## config.mk

```make
export PLATFORM = sky130hd
export DESIGN_NAME = data_move_exec
export DESIGN_NICKNAME = d
export VERILOG_FILES = /design/src/rtl/phase_seq.v /design/src/rtl/data_move_exec.v
export VERILOG_INCLUDE_DIRS = /design/src /design/src/rtl
export SDC_FILE = /design/constraint.sdc
export NUM_CORES = 1
export LEC_CHECK = 0
export ABC_AREA = 1
export BUFFER_PORTS_ARGS = -buffer_cell sky130_fd_sc_hd__buf_4
export CAP_MARGIN = 30
export CORE_MARGIN = 1.5
export CORE_UTILIZATION = 40
export CTS_BUF_LIST = sky130_fd_sc_hd__clkbuf_2 sky130_fd_sc_hd__clkbuf_4 sky130_fd_sc_hd__clkbuf_8
export DETAILED_ROUTE_END_ITERATION = 8
export PLACE_DENSITY_LB_ADDON = 0.1
export SYNTH_ARGS = -nofsm -noshare
export SYNTH_HDL_FRONTEND = slang
export SYNTH_SLANG_ARGS = --single-unit
```

## constraint.sdc

```tcl
create_clock -name i_clk_sys -period 2.6 [get_ports i_clk_sys]
set_clock_uncertainty 0.1 [all_clocks]
set_input_delay 0.39 -clock i_clk_sys [delete_from_list [all_inputs] [get_ports i_clk_sys]]
set_output_delay 0.39 -clock i_clk_sys [all_outputs]
set_load 0.02 [all_outputs]
```

## src/rtl/dmove_consts.vh

```
// constants for the data-move instruction execution block
`ifndef DMOVE_CONSTS_VH
`define DMOVE_CONSTS_VH

// opcode fields
`define OPC_COPY 6'h14
`define OPC_MOVE1 4'hc
`define OPC_MOVE2 4'hf
`define OPC_BANK 8'h01

// instruction kinds
`define K_NOP 3'h0
`define K_COPY 3'h1
`define K_MOVE1 3'h2
`define K_MOVE2 3'h3
`define K_BANK 3'h4

// instruction phases
`define PH_DECODE 2'h0
`define PH_READ 2'h1
`define PH_PROCESS 2'h2
`define PH_WRITE 2'h3

// memory-mapped special locations
`define ADDR_ACC 12'hff0
`define ADDR_PC_LOW 12'hff1
`define ADDR_STK_UPPER 12'hff2
`define ADDR_STK_HIGH 12'hff3
`define ADDR_STK_LOW 12'hff4

// access bank split: low part below this, upper part at and above
`define ACCESS_SPLIT 8'h60
`define ACCESS_HI_BANK 4'hf

// register byte offsets
`define REG_CTRL 5'h00
`define REG_ACC 5'h04
`define REG_BANK 5'h08
`define REG_STATUS 5'h0c
`define REG_INDEX 5'h10

// field positions
`define CTRL_EXT_BIT 0
`define ST_ZERO_BIT 0
`define ST_NEG_BIT 1
`define ST_REFUSED_BIT 2
`define ST_BADWORD_BIT 3
`define ST_PENDING_BIT 4

// reset values
`define RST_ACC 8'h00
`define RST_BANK 8'h00
`define RST_INDEX 12'h000

`endif

```

## src/rtl/phase_seq.v

```verilog
// four-phase instruction cycle sequencer
`timescale 1ns/1ps
`default_nettype none
module phase_seq (
   // clock and control
   input wire i_clk_sys,
   input wire i_rstn,
   input wire i_ce,
   // phase
   output reg [1:0] o_phase
);
   always @(posedge i_clk_sys) begin
      if (!i_rstn) begin
         o_phase <= 2'h0;
      end else if (i_ce) begin
         o_phase <= o_phase + 2'h1;
      end
   end
endmodule // phase_seq
`default_nettype wire

```

## src/rtl/data_move_exec.v

```verilog
// execution of register copy, two-word move and bank load instructions
`timescale 1ns/1ps
`default_nettype none
`include "dmove_consts.vh"
module data_move_exec (
   // clock, reset, enable
   input wire i_clk_sys,
   input wire i_rstn,
   input wire i_ce,
   // instruction words from fetch
   input wire [15:0] i_instr,
   input wire i_instr_valid,
   output reg o_instr_ack,
   // data memory, one-cycle synchronous read
   output reg [11:0] o_mem_addr,
   output reg o_mem_re,
   output reg o_mem_we,
   output reg [7:0] o_mem_wdata,
   input wire [7:0] i_mem_rdata,
   // avalon-mm register slave
   input wire [4:0] i_avs_address,
   input wire i_avs_read,
   input wire i_avs_write,
   input wire [31:0] i_avs_writedata,
   input wire [3:0] i_avs_byteenable,
   output reg [31:0] o_avs_readdata,
   output reg o_avs_waitrequest,
   // core state
   output reg [7:0] o_acc,
   output reg [7:0] o_bank_select,
   output reg o_flag_neg,
   output reg o_flag_zero
);
   localparam ST_RUN = 1'b0;
   localparam ST_MOVE2 = 1'b1;

   wire [1:0] phase;
   reg state_r;
   reg [2:0] kind_r;
   reg [11:0] addr_r;
   reg [11:0] dst_r;
   reg dest_file_r;
   reg [7:0] data_r;
   reg [7:0] lit_r;
   reg ext_en_r;
   reg [11:0] index_base_r;
   reg refused_r;
   reg badword_r;

   // decode of the word on the fetch port
   reg [2:0] dec_kind;
   reg [11:0] dec_addr;
   wire [7:0] fld_f = i_instr[7:0];
   wire fld_a = i_instr[8];
   wire [11:0] dst_word = i_instr[11:0];
   wire dst_prot = (dst_r == `ADDR_PC_LOW) || (dst_r == `ADDR_STK_UPPER) ||
      (dst_r == `ADDR_STK_HIGH) || (dst_r == `ADDR_STK_LOW);
   wire [7:0] src_val = (addr_r == `ADDR_ACC) ? o_acc : i_mem_rdata;

   always @* begin
      dec_kind = `K_NOP;
      dec_addr = 12'h000;
      if (i_instr[15:10] == `OPC_COPY) begin
         dec_kind = `K_COPY;
         if (fld_a) begin
            dec_addr = {o_bank_select[3:0], fld_f};
         end else if (ext_en_r && fld_f < `ACCESS_SPLIT) begin
            dec_addr = index_base_r + {4'h0, fld_f};
         end else if (fld_f < `ACCESS_SPLIT) begin
            dec_addr = {4'h0, fld_f};
         end else begin
            dec_addr = {`ACCESS_HI_BANK, fld_f};
         end
      end else if (i_instr[15:12] == `OPC_MOVE1) begin
         dec_kind = `K_MOVE1;
         dec_addr = i_instr[11:0];
      end else if (i_instr[15:8] == `OPC_BANK) begin
         dec_kind = `K_BANK;
      end
   end

   // avalon read mux
   reg [31:0] rd_mux;
   always @* begin
      rd_mux = 32'h0000_0000;
      if (i_avs_address == `REG_CTRL) begin
         rd_mux[`CTRL_EXT_BIT] = ext_en_r;
      end else if (i_avs_address == `REG_ACC) begin
         rd_mux[7:0] = o_acc;
      end else if (i_avs_address == `REG_BANK) begin
         rd_mux[7:0] = o_bank_select;
      end else if (i_avs_address == `REG_STATUS) begin
         rd_mux[`ST_ZERO_BIT] = o_flag_zero;
         rd_mux[`ST_NEG_BIT] = o_flag_neg;
         rd_mux[`ST_REFUSED_BIT] = refused_r;
         rd_mux[`ST_BADWORD_BIT] = badword_r;
         rd_mux[`ST_PENDING_BIT] = state_r;
      end else if (i_avs_address == `REG_INDEX) begin
         rd_mux[11:0] = index_base_r;
      end
   end

   wire bus_wr = i_avs_write && !o_avs_waitrequest && i_avs_byteenable[0];
   wire [7:0] wd = i_avs_writedata[7:0];
   reg refused_set;
   reg badword_set;

   phase_seq u_phase (
      .i_clk_sys(i_clk_sys),
      .i_rstn(i_rstn),
      .i_ce(i_ce),
      .o_phase(phase)
   );

   always @* begin
      refused_set = 1'b0;
      badword_set = 1'b0;
      if (phase == `PH_PROCESS && kind_r == `K_MOVE2 && dst_prot) begin
         refused_set = 1'b1;
      end
      if (phase == `PH_DECODE && state_r == ST_MOVE2 && i_instr_valid &&
         i_instr[15:12] != `OPC_MOVE2) begin
         badword_set = 1'b1;
      end
   end

   always @(posedge i_clk_sys) begin
      if (!i_rstn) begin
         state_r <= ST_RUN;
         kind_r <= `K_NOP;
         addr_r <= 12'h000;
         dst_r <= 12'h000;
         dest_file_r <= 1'b0;
         data_r <= 8'h00;
         lit_r <= 8'h00;
         ext_en_r <= 1'b0;
         index_base_r <= `RST_INDEX;
         refused_r <= 1'b0;
         badword_r <= 1'b0;
         o_instr_ack <= 1'b0;
         o_mem_addr <= 12'h000;
         o_mem_re <= 1'b0;
         o_mem_we <= 1'b0;
         o_mem_wdata <= 8'h00;
         o_avs_readdata <= 32'h0000_0000;
         o_avs_waitrequest <= 1'b1;
         o_acc <= `RST_ACC;
         o_bank_select <= `RST_BANK;
         o_flag_neg <= 1'b0;
         o_flag_zero <= 1'b0;
      end else if (i_ce) begin
         // bus slave: answer one cycle after the request shows
         if (!o_avs_waitrequest) begin
            o_avs_waitrequest <= 1'b1;
         end else if (i_avs_read || i_avs_write) begin
            o_avs_waitrequest <= 1'b0;
            o_avs_readdata <= rd_mux;
         end
         if (bus_wr) begin
            if (i_avs_address == `REG_CTRL) begin
               ext_en_r <= wd[`CTRL_EXT_BIT];
            end else if (i_avs_address == `REG_ACC) begin
               o_acc <= wd;
            end else if (i_avs_address == `REG_BANK) begin
               o_bank_select <= {4'h0, wd[3:0]};
            end else if (i_avs_address == `REG_INDEX) begin
               index_base_r <= i_avs_writedata[11:0];
            end
         end
         // sticky errors: a set in the clearing cycle wins
         if (refused_set) begin
            refused_r <= 1'b1;
         end else if (bus_wr && i_avs_address == `REG_STATUS &&
            wd[`ST_REFUSED_BIT]) begin
            refused_r <= 1'b0;
         end
         if (badword_set) begin
            badword_r <= 1'b1;
         end else if (bus_wr && i_avs_address == `REG_STATUS &&
            wd[`ST_BADWORD_BIT]) begin
            badword_r <= 1'b0;
         end

         o_instr_ack <= 1'b0;
         o_mem_re <= 1'b0;
         case (phase)
            `PH_DECODE: begin
               kind_r <= `K_NOP;
               if (i_instr_valid) begin
                  o_instr_ack <= 1'b1;
                  if (state_r == ST_MOVE2) begin
                     // second word is a plain operand, no dummy read
                     state_r <= ST_RUN;
                     if (i_instr[15:12] == `OPC_MOVE2) begin
                        kind_r <= `K_MOVE2;
                        dst_r <= dst_word;
                     end
                  end else begin
                     kind_r <= dec_kind;
                     addr_r <= dec_addr;
                     dest_file_r <= i_instr[9];
                     lit_r <= i_instr[7:0];
                     if (dec_kind == `K_COPY || dec_kind == `K_MOVE1) begin
                        // accumulator source is taken from inside
                        o_mem_re <= (dec_addr != `ADDR_ACC);
                        o_mem_addr <= dec_addr;
                     end
                     if (dec_kind == `K_MOVE1) begin
                        state_r <= ST_MOVE2;
                     end
                  end
               end
            end
            `PH_READ: begin
               // memory returns read data at the end of this phase
            end
            `PH_PROCESS: begin
               if (kind_r == `K_COPY || kind_r == `K_MOVE1) begin
                  data_r <= src_val;
               end
               if (kind_r == `K_COPY && dest_file_r &&
                  addr_r != `ADDR_ACC) begin
                  o_mem_we <= 1'b1;
                  o_mem_addr <= addr_r;
                  o_mem_wdata <= src_val;
               end
               if (kind_r == `K_MOVE2 && !dst_prot &&
                  dst_r != `ADDR_ACC) begin
                  o_mem_we <= 1'b1;
                  o_mem_addr <= dst_r;
                  o_mem_wdata <= data_r;
               end
            end
            default: begin
               o_mem_we <= 1'b0;
               if (kind_r == `K_COPY) begin
                  o_flag_zero <= (data_r == 8'h00);
                  o_flag_neg <= data_r[7];
                  if (!dest_file_r || addr_r == `ADDR_ACC) begin
                     o_acc <= data_r;
                  end
               end
               if (kind_r == `K_MOVE2 && !dst_prot &&
                  dst_r == `ADDR_ACC) begin
                  o_acc <= data_r;
               end
               if (kind_r == `K_BANK) begin
                  // flags untouched; upper nibble forced to zero
                  o_bank_select <= {4'h0, lit_r[3:0]};
               end
            end
         endcase
      end
   end
endmodule // data_move_exec
`default_nettype wire

```

== Word-level counts from Yosys, hierarchy flattened ==
Index checks and enable logic that the tools add are counted.
Word-level totals
  latch bits: 0
  bits in read-only memories: 0
  register bits after elaboration: 112
  memories kept: 0
  output and inout bits: 74
  RAM bits: 0
Cells by class
  muxes and demuxes: 61
  add/sub/neg operators: 2
  divide/modulo/power cells: 0
  bitwise operators: 6
  shifts and indexed selects: 0
  magnitude comparators: 1
  eq/ne operators: 30
  reduce and logical (&&, ||, !) cells: 49
  $mul: 0
Operator list (count)
  $mux W8: 18
  $mux W12: 11
  $eq A12 B12 Y1 const B: 6
  $ne A12 B12 Y1 const B: 3
  $pmux W12 S2: 1
  $reduce_and A3 Y1: 7
  $mux W1: 19
  $logic_and A1 B1 Y1: 16
  $mux W3: 5
  $add A12 B8 Y12: 1
  $reduce_and A6 Y1: 2
  $mux W11: 1
  $eq A5 B4 Y1 const B: 2
  $eq A3 B2 Y1 const B: 3
  $eq A4 B4 Y1 const B: 2
  $eq A8 B1 Y1 const B: 1
  $logic_not A8 Y1: 1
  $lt A8 B7 Y1 const B: 1
  $mux W4: 2
  $reduce_bool A2 Y1: 4
  $logic_or A1 B1 Y1: 7
  $mux W7: 1
  $eq A3 B1 Y1 const B: 2
  $eq A6 B5 Y1 const B: 1
  other kinds (22): 32

== Logic depth before layout (Yosys ltp) ==
  depth in word-level cells: 10
  mapped depth: 17

== By module ==
Synthesis repeated with hierarchy kept, for this count alone.
Unflattened totals
  cells, all modules: 929
  area, all modules: 6354.8 um^2
Modules (own cells, without submodules)
  data_move_exec: area an instance 6282.3 um^2, instances 1, sequential area each 2202.1 um^2, cells an instance 919
  phase_seq: area an instance 72.6 um^2, instances 1, sequential area each 40.0 um^2, cells an instance 10

== Worst setup path after synthesis ==
OpenSTA, ideal clock, no wires.
  path kind: in2reg
  start: input port i_instr[0]
  end: register o_mem_re
  data arrival time: 1862 ps
  slack: 506 ps
  path buffers: 0
  library setup time: 132 ps
  stages: 15
  data required time: 2368 ps
  cells stage by stage: ha_1 -> inv_1 -> fa_1 -> inv_1 -> nand2_1 -> nand2_1 -> nand3_1 -> nand3_1 -> nand3_1 -> a21oi_1 -> nand2_1 -> inv_1 -> nand4_1 -> nand2_1 -> a21oi_1
Between the ends
  cells in the longest elaborated chain, start to end: 10
  elaborated cells between the ends (all ways): 13
RTL lines
  start: declaration: line data_move_exec.v:11  | input wire [15:0] i_instr,
  $lt A8 B7 Y1 (no source line)
  $mux W12 / $logic_and A1 B1 Y1 (equally long branches)
  $mux W12: line data_move_exec.v:67  | end else if (ext_en_r && fld_f < `ACCESS_SPLIT) begin
  $mux W12: line data_move_exec.v:65  | if (fld_a) begin
  $mux W12 *: line data_move_exec.v:63  | if (i_instr[15:10] == `OPC_COPY) begin
  $ne A12 B12 Y1 (no source line) *
  $mux W1 *: line data_move_exec.v:203  | if (dec_kind == `K_COPY || dec_kind == `K_MOVE1) begin
  $mux W1 *: line data_move_exec.v:191  | if (state_r == ST_MOVE2) begin
  $mux W1 *: line data_move_exec.v:189  | if (i_instr_valid) begin
  $mux W1 *: line data_move_exec.v:186  | case (phase)
  end signal: assignment: line data_move_exec.v:205  | o_mem_re <= (dec_addr != `ADDR_ACC);
  end: declaration: line data_move_exec.v:16  | output reg o_mem_re,
Every way passes the cells marked *; elsewhere a longest branch is shown, timed or not.
A chain may end at the register's enable or synchronous reset.

== Worst setup path in the final report ==
  start: register index_base_r[0]
  end: register o_mem_re
Between the ends
  cells in the longest elaborated chain, start to end: 9
RTL lines
  start: declaration: line data_move_exec.v:46  | reg [11:0] index_base_r;
  start signal: assignment: line data_move_exec.v:137  | index_base_r <= `RST_INDEX;
  start signal: assignment: line data_move_exec.v:167  | index_base_r <= i_avs_writedata[11:0];
  $add A12 B8 Y12: line data_move_exec.v:68  | dec_addr = index_base_r + {4'h0, fld_f};
  $mux W12: line data_move_exec.v:67
  $mux W12: line data_move_exec.v:65
  $mux W12: line data_move_exec.v:63
  $ne A12 B12 Y1 (no source line)
  $mux W1: line data_move_exec.v:203
  $mux W1: line data_move_exec.v:191
  $mux W1: line data_move_exec.v:189
  $mux W1: line data_move_exec.v:186
Every way passes these cells.

==> metrics.md <==
| Metric | Value |
|---|---|
| Die Height | 128.7 um |
| CP Launch Type | register |
| GPL Wtd Cong | approximately 0.94 |
| Maxcap violations | 0 |
| XOR/XNOR Fraction of Synth Area | less than 1% |
| Hold_ws | 0.1350 ns |
| CTS HTree Levels | 3 |
| Final antenna diode count | 0 |
| Net switching power | 938.8 uW |
| Antenna-violating nets left | 0 |
| Reg2reg start | index_base_r[0] |
| Syn Std Cell Area | 6325 sq um |
| Area Growth Syn to Fin | 18.48% |
| Largest net degree at the start of global routing | 64 |
| Syn_area_per_cell | 6.686 sq um |
| CTS clock-pin slew for the worst setup and hold paths | 0.10 ns |
| RSZ-0062 raised after global routing | no |
| Worst vdd ir | around 0.00033 V |
| Top layer reached by signal wires | met4 |
| Kind of cell adding the most delay to the critical path | simple AND/OR/NAND/NOR gates |
| Clock Sinks | 112 |
| Setup CP Type | reg2reg |
| Synth Area in Adders | 2.690% |
| TritonCTS clock tree | yes |
| Final instance area | 7493 sq um |
| Max Fclk | 424.7 MHz |
| Outcome | finished, final reports clean |
| Routed length on met2 | 8.418 mm |
| IO Port Bufs | 101 |
| I/O Pins | 145 |
| Detailed Routing Iterations Pass 1 | 7 |
| Switching Share | 27.37% |
| Largest family of logic cells by synthesized area | simple AND/OR/NAND/NOR gates |
| Share of cells above drive strength 1 | about 17% |
| CP Buf/Inv Count | 2 |
| Internal power | 2.491 mW |
| Dpl cell area | 7249 sq um |
| Worst path slowest cell | fa_1 |
| Cell Rows | 45 |
| PwrDens | 457.7 nW/um^2 |
| Num CTS Buffers | 9 |
| Compound-gate portion of the synthesized area | 21.94% |
| Least-Margin Pin Slew | a little over 0.9 ns |
| Detail Route met3 WL | ~970 um |
| Yosys cell types | 47 |
| Hpwl dp | 14.56 mm |
| DR WL/cell | 14.96 um |
| Yosys warnings | 0 |
| Clk Latency, worst-skew pair | 0.40 ns |
| Initial core utilization | 41.30% |
| Grt total ovfl | 0 |
| Post-synthesis sequential area ratio | roughly 35% |
| CP cell instances | ha_2 -> inv_1 -> fa_1 -> inv_1 -> nand2_1 -> nand2_1 -> nand3_1 -> nand2_1 -> nand3_1 -> nand3_1 -> nand2_1 -> nand2_1 -> nand2_1 -> nand4_1 -> nand2_1 -> a21oi_1 |
| First-pass GRT wire length | 29.20 mm |
| Hold_sp | i_avs_writedata[11] |
| Headroom to the max-slew limit | 39.25% |
| Synth top area share | 35.45% |
| Vias per cell | 4.959 |
| Ranking of synthesized cells by area | dfxtp_1, nand2_1, a21oi_1 |
| Area of the die | between 15000 and 20000 sq um |
| Layout Nets | 1123 |
| Commonest non-fill, non-tap cell in the layout | nand2_1 |
| Initial DRC Count | about 410 |
| Via count | 6223 |
| Fin. max-slew vios | 0 |
| Post-Route WL | 18.77 mm |
| Hold path cells | 3 |
| Post-CTS Setup Bufs | 0 |
| Max incr delay on CP | 0.39 ns |
| Leakage Power | 3.402 nW |
| Combinational share of power | around an eighth |
| Worst EP required | about 2.8 ns |
| Tot Pwr | roughly 3.4 mW |
| Final Hold Vio Count | 0 |
| CP endpoint kind | register |
| Setup TNS | 0 ns |
| Synth Instances | 946 |
| Post-synthesis mux area share | 0.7122% |
| # setup viols final | 0 |
| Root buf cell | clkbuf_8 |
| Initial antenna violation count | 0 |
| Most frequent cells in the layout | nand2_1, inv_1, buf_4 |
| Hold Buf Count CTS | 0 |
| Period utilization | 90.57% |
| # DRC | 0 |
| Die Wd | 128.7 um |
| Met1 Wirelength | 9.158 mm |
| Critical R2R Capture | o_mem_re |
| Flop-to-flop setup slack | approximately 0.25 ns |
| Critical Path AT | about 2.6 ns |
| Critical Path Most Common Cell | nand2_1 |
| #FFs+latches synth | 112 |
| Vias in the first global route | 5440 |
| Min-delay worst type | in2reg |
| Clk pwr share | 35.5% |
| Largest fanout on the critical path | 3 |
| Worst reg2reg path depth | 16 |
| Crit path time final | 2.355 ns |
| End of the worst hold path | index_base_r[11] |
| Post-synth top area cell | dfxtp_1 |
| GRT Total Usage | 22.77% |
| Simple-gate share of the synthesized area | 25.28% |
| Max clock buf depth | 2 |
| Share of power burned in registers | approximately half |
| Core ar. | 15310 sq um |
==> worst reg2reg max path, stage by stage, from the launching register on <==
cell and delay [ns]:
dfxtp_1 0.38, ha_2 0.22, inv_1 0.06, fa_1 0.39
inv_1 0.11, nand2_1 0.05, nand2_1 0.09, nand3_1 0.10
nand2_1 0.10, nand3_1 0.07, nand3_1 0.09, nand2_1 0.05
nand2_1 0.06, nand2_1 0.11, nand4_1 0.12, nand2_1 0.08
a21oi_1 0.12
==> routing by layer <==
metal | global-route usage, % | vias to the layer above
met5 | 0 | -
met4 | 5.486 | 0
met3 | 3.617 | 13
met2 | 35.26 | 179
met1 | 33.13 | 2772
li1 | - | 3259
==> power by group through the flow <==
| stage | Clock (mW) | Combinational [mW] | Sequential [mW] |
|---|---|---|---|
| finish | 1.22 | 0.438 | 1.78 |
| global route | 1.32 | 0.487 | 1.78 |
| CTS | 1.26 | 0.436 | 1.78 |
| detailed placement | 0 | 0.434 | 1.82 |
| global placement | 0 | 0.434 | 1.81 |
| floorplan | 0 | 0.268 | 1.83 |
==> logic make-up (layout without fill, tap and decap cells) <==
group,Yosys count,in the layout
mux,4,4
other cells,1,20
flops,112,112
fa+ha+maj,13,13
buf+inv,206,285
xor+xnor,1,1
simple gates,350,350
compound gates,259,259
==> worst max-delay path by stage <==
stage / startpoint / to / slack [ns] / cells past startpoint
2_1_floorplan: i_instr[0] / o_mem_re / 0.51 / 15
3_3_place_gp: i_instr[0] / o_mem_re / 0.13 / 16
3_5_place_dp: i_instr[0] / o_mem_addr[10] / 0.09 / 16
4_1_cts: index_base_r[0] / o_mem_re / 0.19 / 15
5_1_grt: index_base_r[0] / o_mem_re / 0.02 / 15
6_report: index_base_r[0] / o_mem_re / 0.25 / 16
==> state kept, by name (all words and copies together), names as in the netlist, 12 cells and up <==
register,flops
addr_r,12
dst_r,12
index_base_r,12
o_avs_readdata,12
o_mem_addr,12
==> area by class of cell <==
type	count	area, sq um
clock buffer	10	137.6
clock inverter	6	95.09
fill	1670	7821
inverter	153	574.3
multi-input combinational	647	3297
sequential	112	2242
tap	211	264.0
timing repair buffer	116	883.3
==> timing repair <==
item                                    4_1_cts  5_1_grt
endpoints found under the setup margin        0        4
endpoints found under the hold margin         0        0
gates resized for setup                       0        4
==> cell usage after synthesis (all sizes together) <==
library cell / instances
a22oi: 2
mux2: 4
a21oi: 114
buf: 28
a211oi: 2
or4: 1
o211ai: 7
o22a: 2
xor2: 1
o21ai: 114
conb: 1
nor2: 70
nor3: 16
dfxtp: 112
inv: 152
clkinv: 1
nand2: 178
and3: 1
nand3: 69
fa: 1
clkbuf: 25
a31oi: 9
o221ai: 3
nand3b: 1
a311oi: 1
o22ai: 5
nor4: 4
ha: 12
nand4: 10
==> through the flow <==
step                util (%)  cells  worst slack [ns]
floorplan                  -    965            0.5060
global placement       47.34   1239            0.1253
detailed placement     47.34   1239           0.08511
CTS                    48.86   1255            0.1871
global route           48.93   1255           0.01718
finish                 48.93   1255            0.2452
Note: power is estimated with default switching activity, not from simulation.
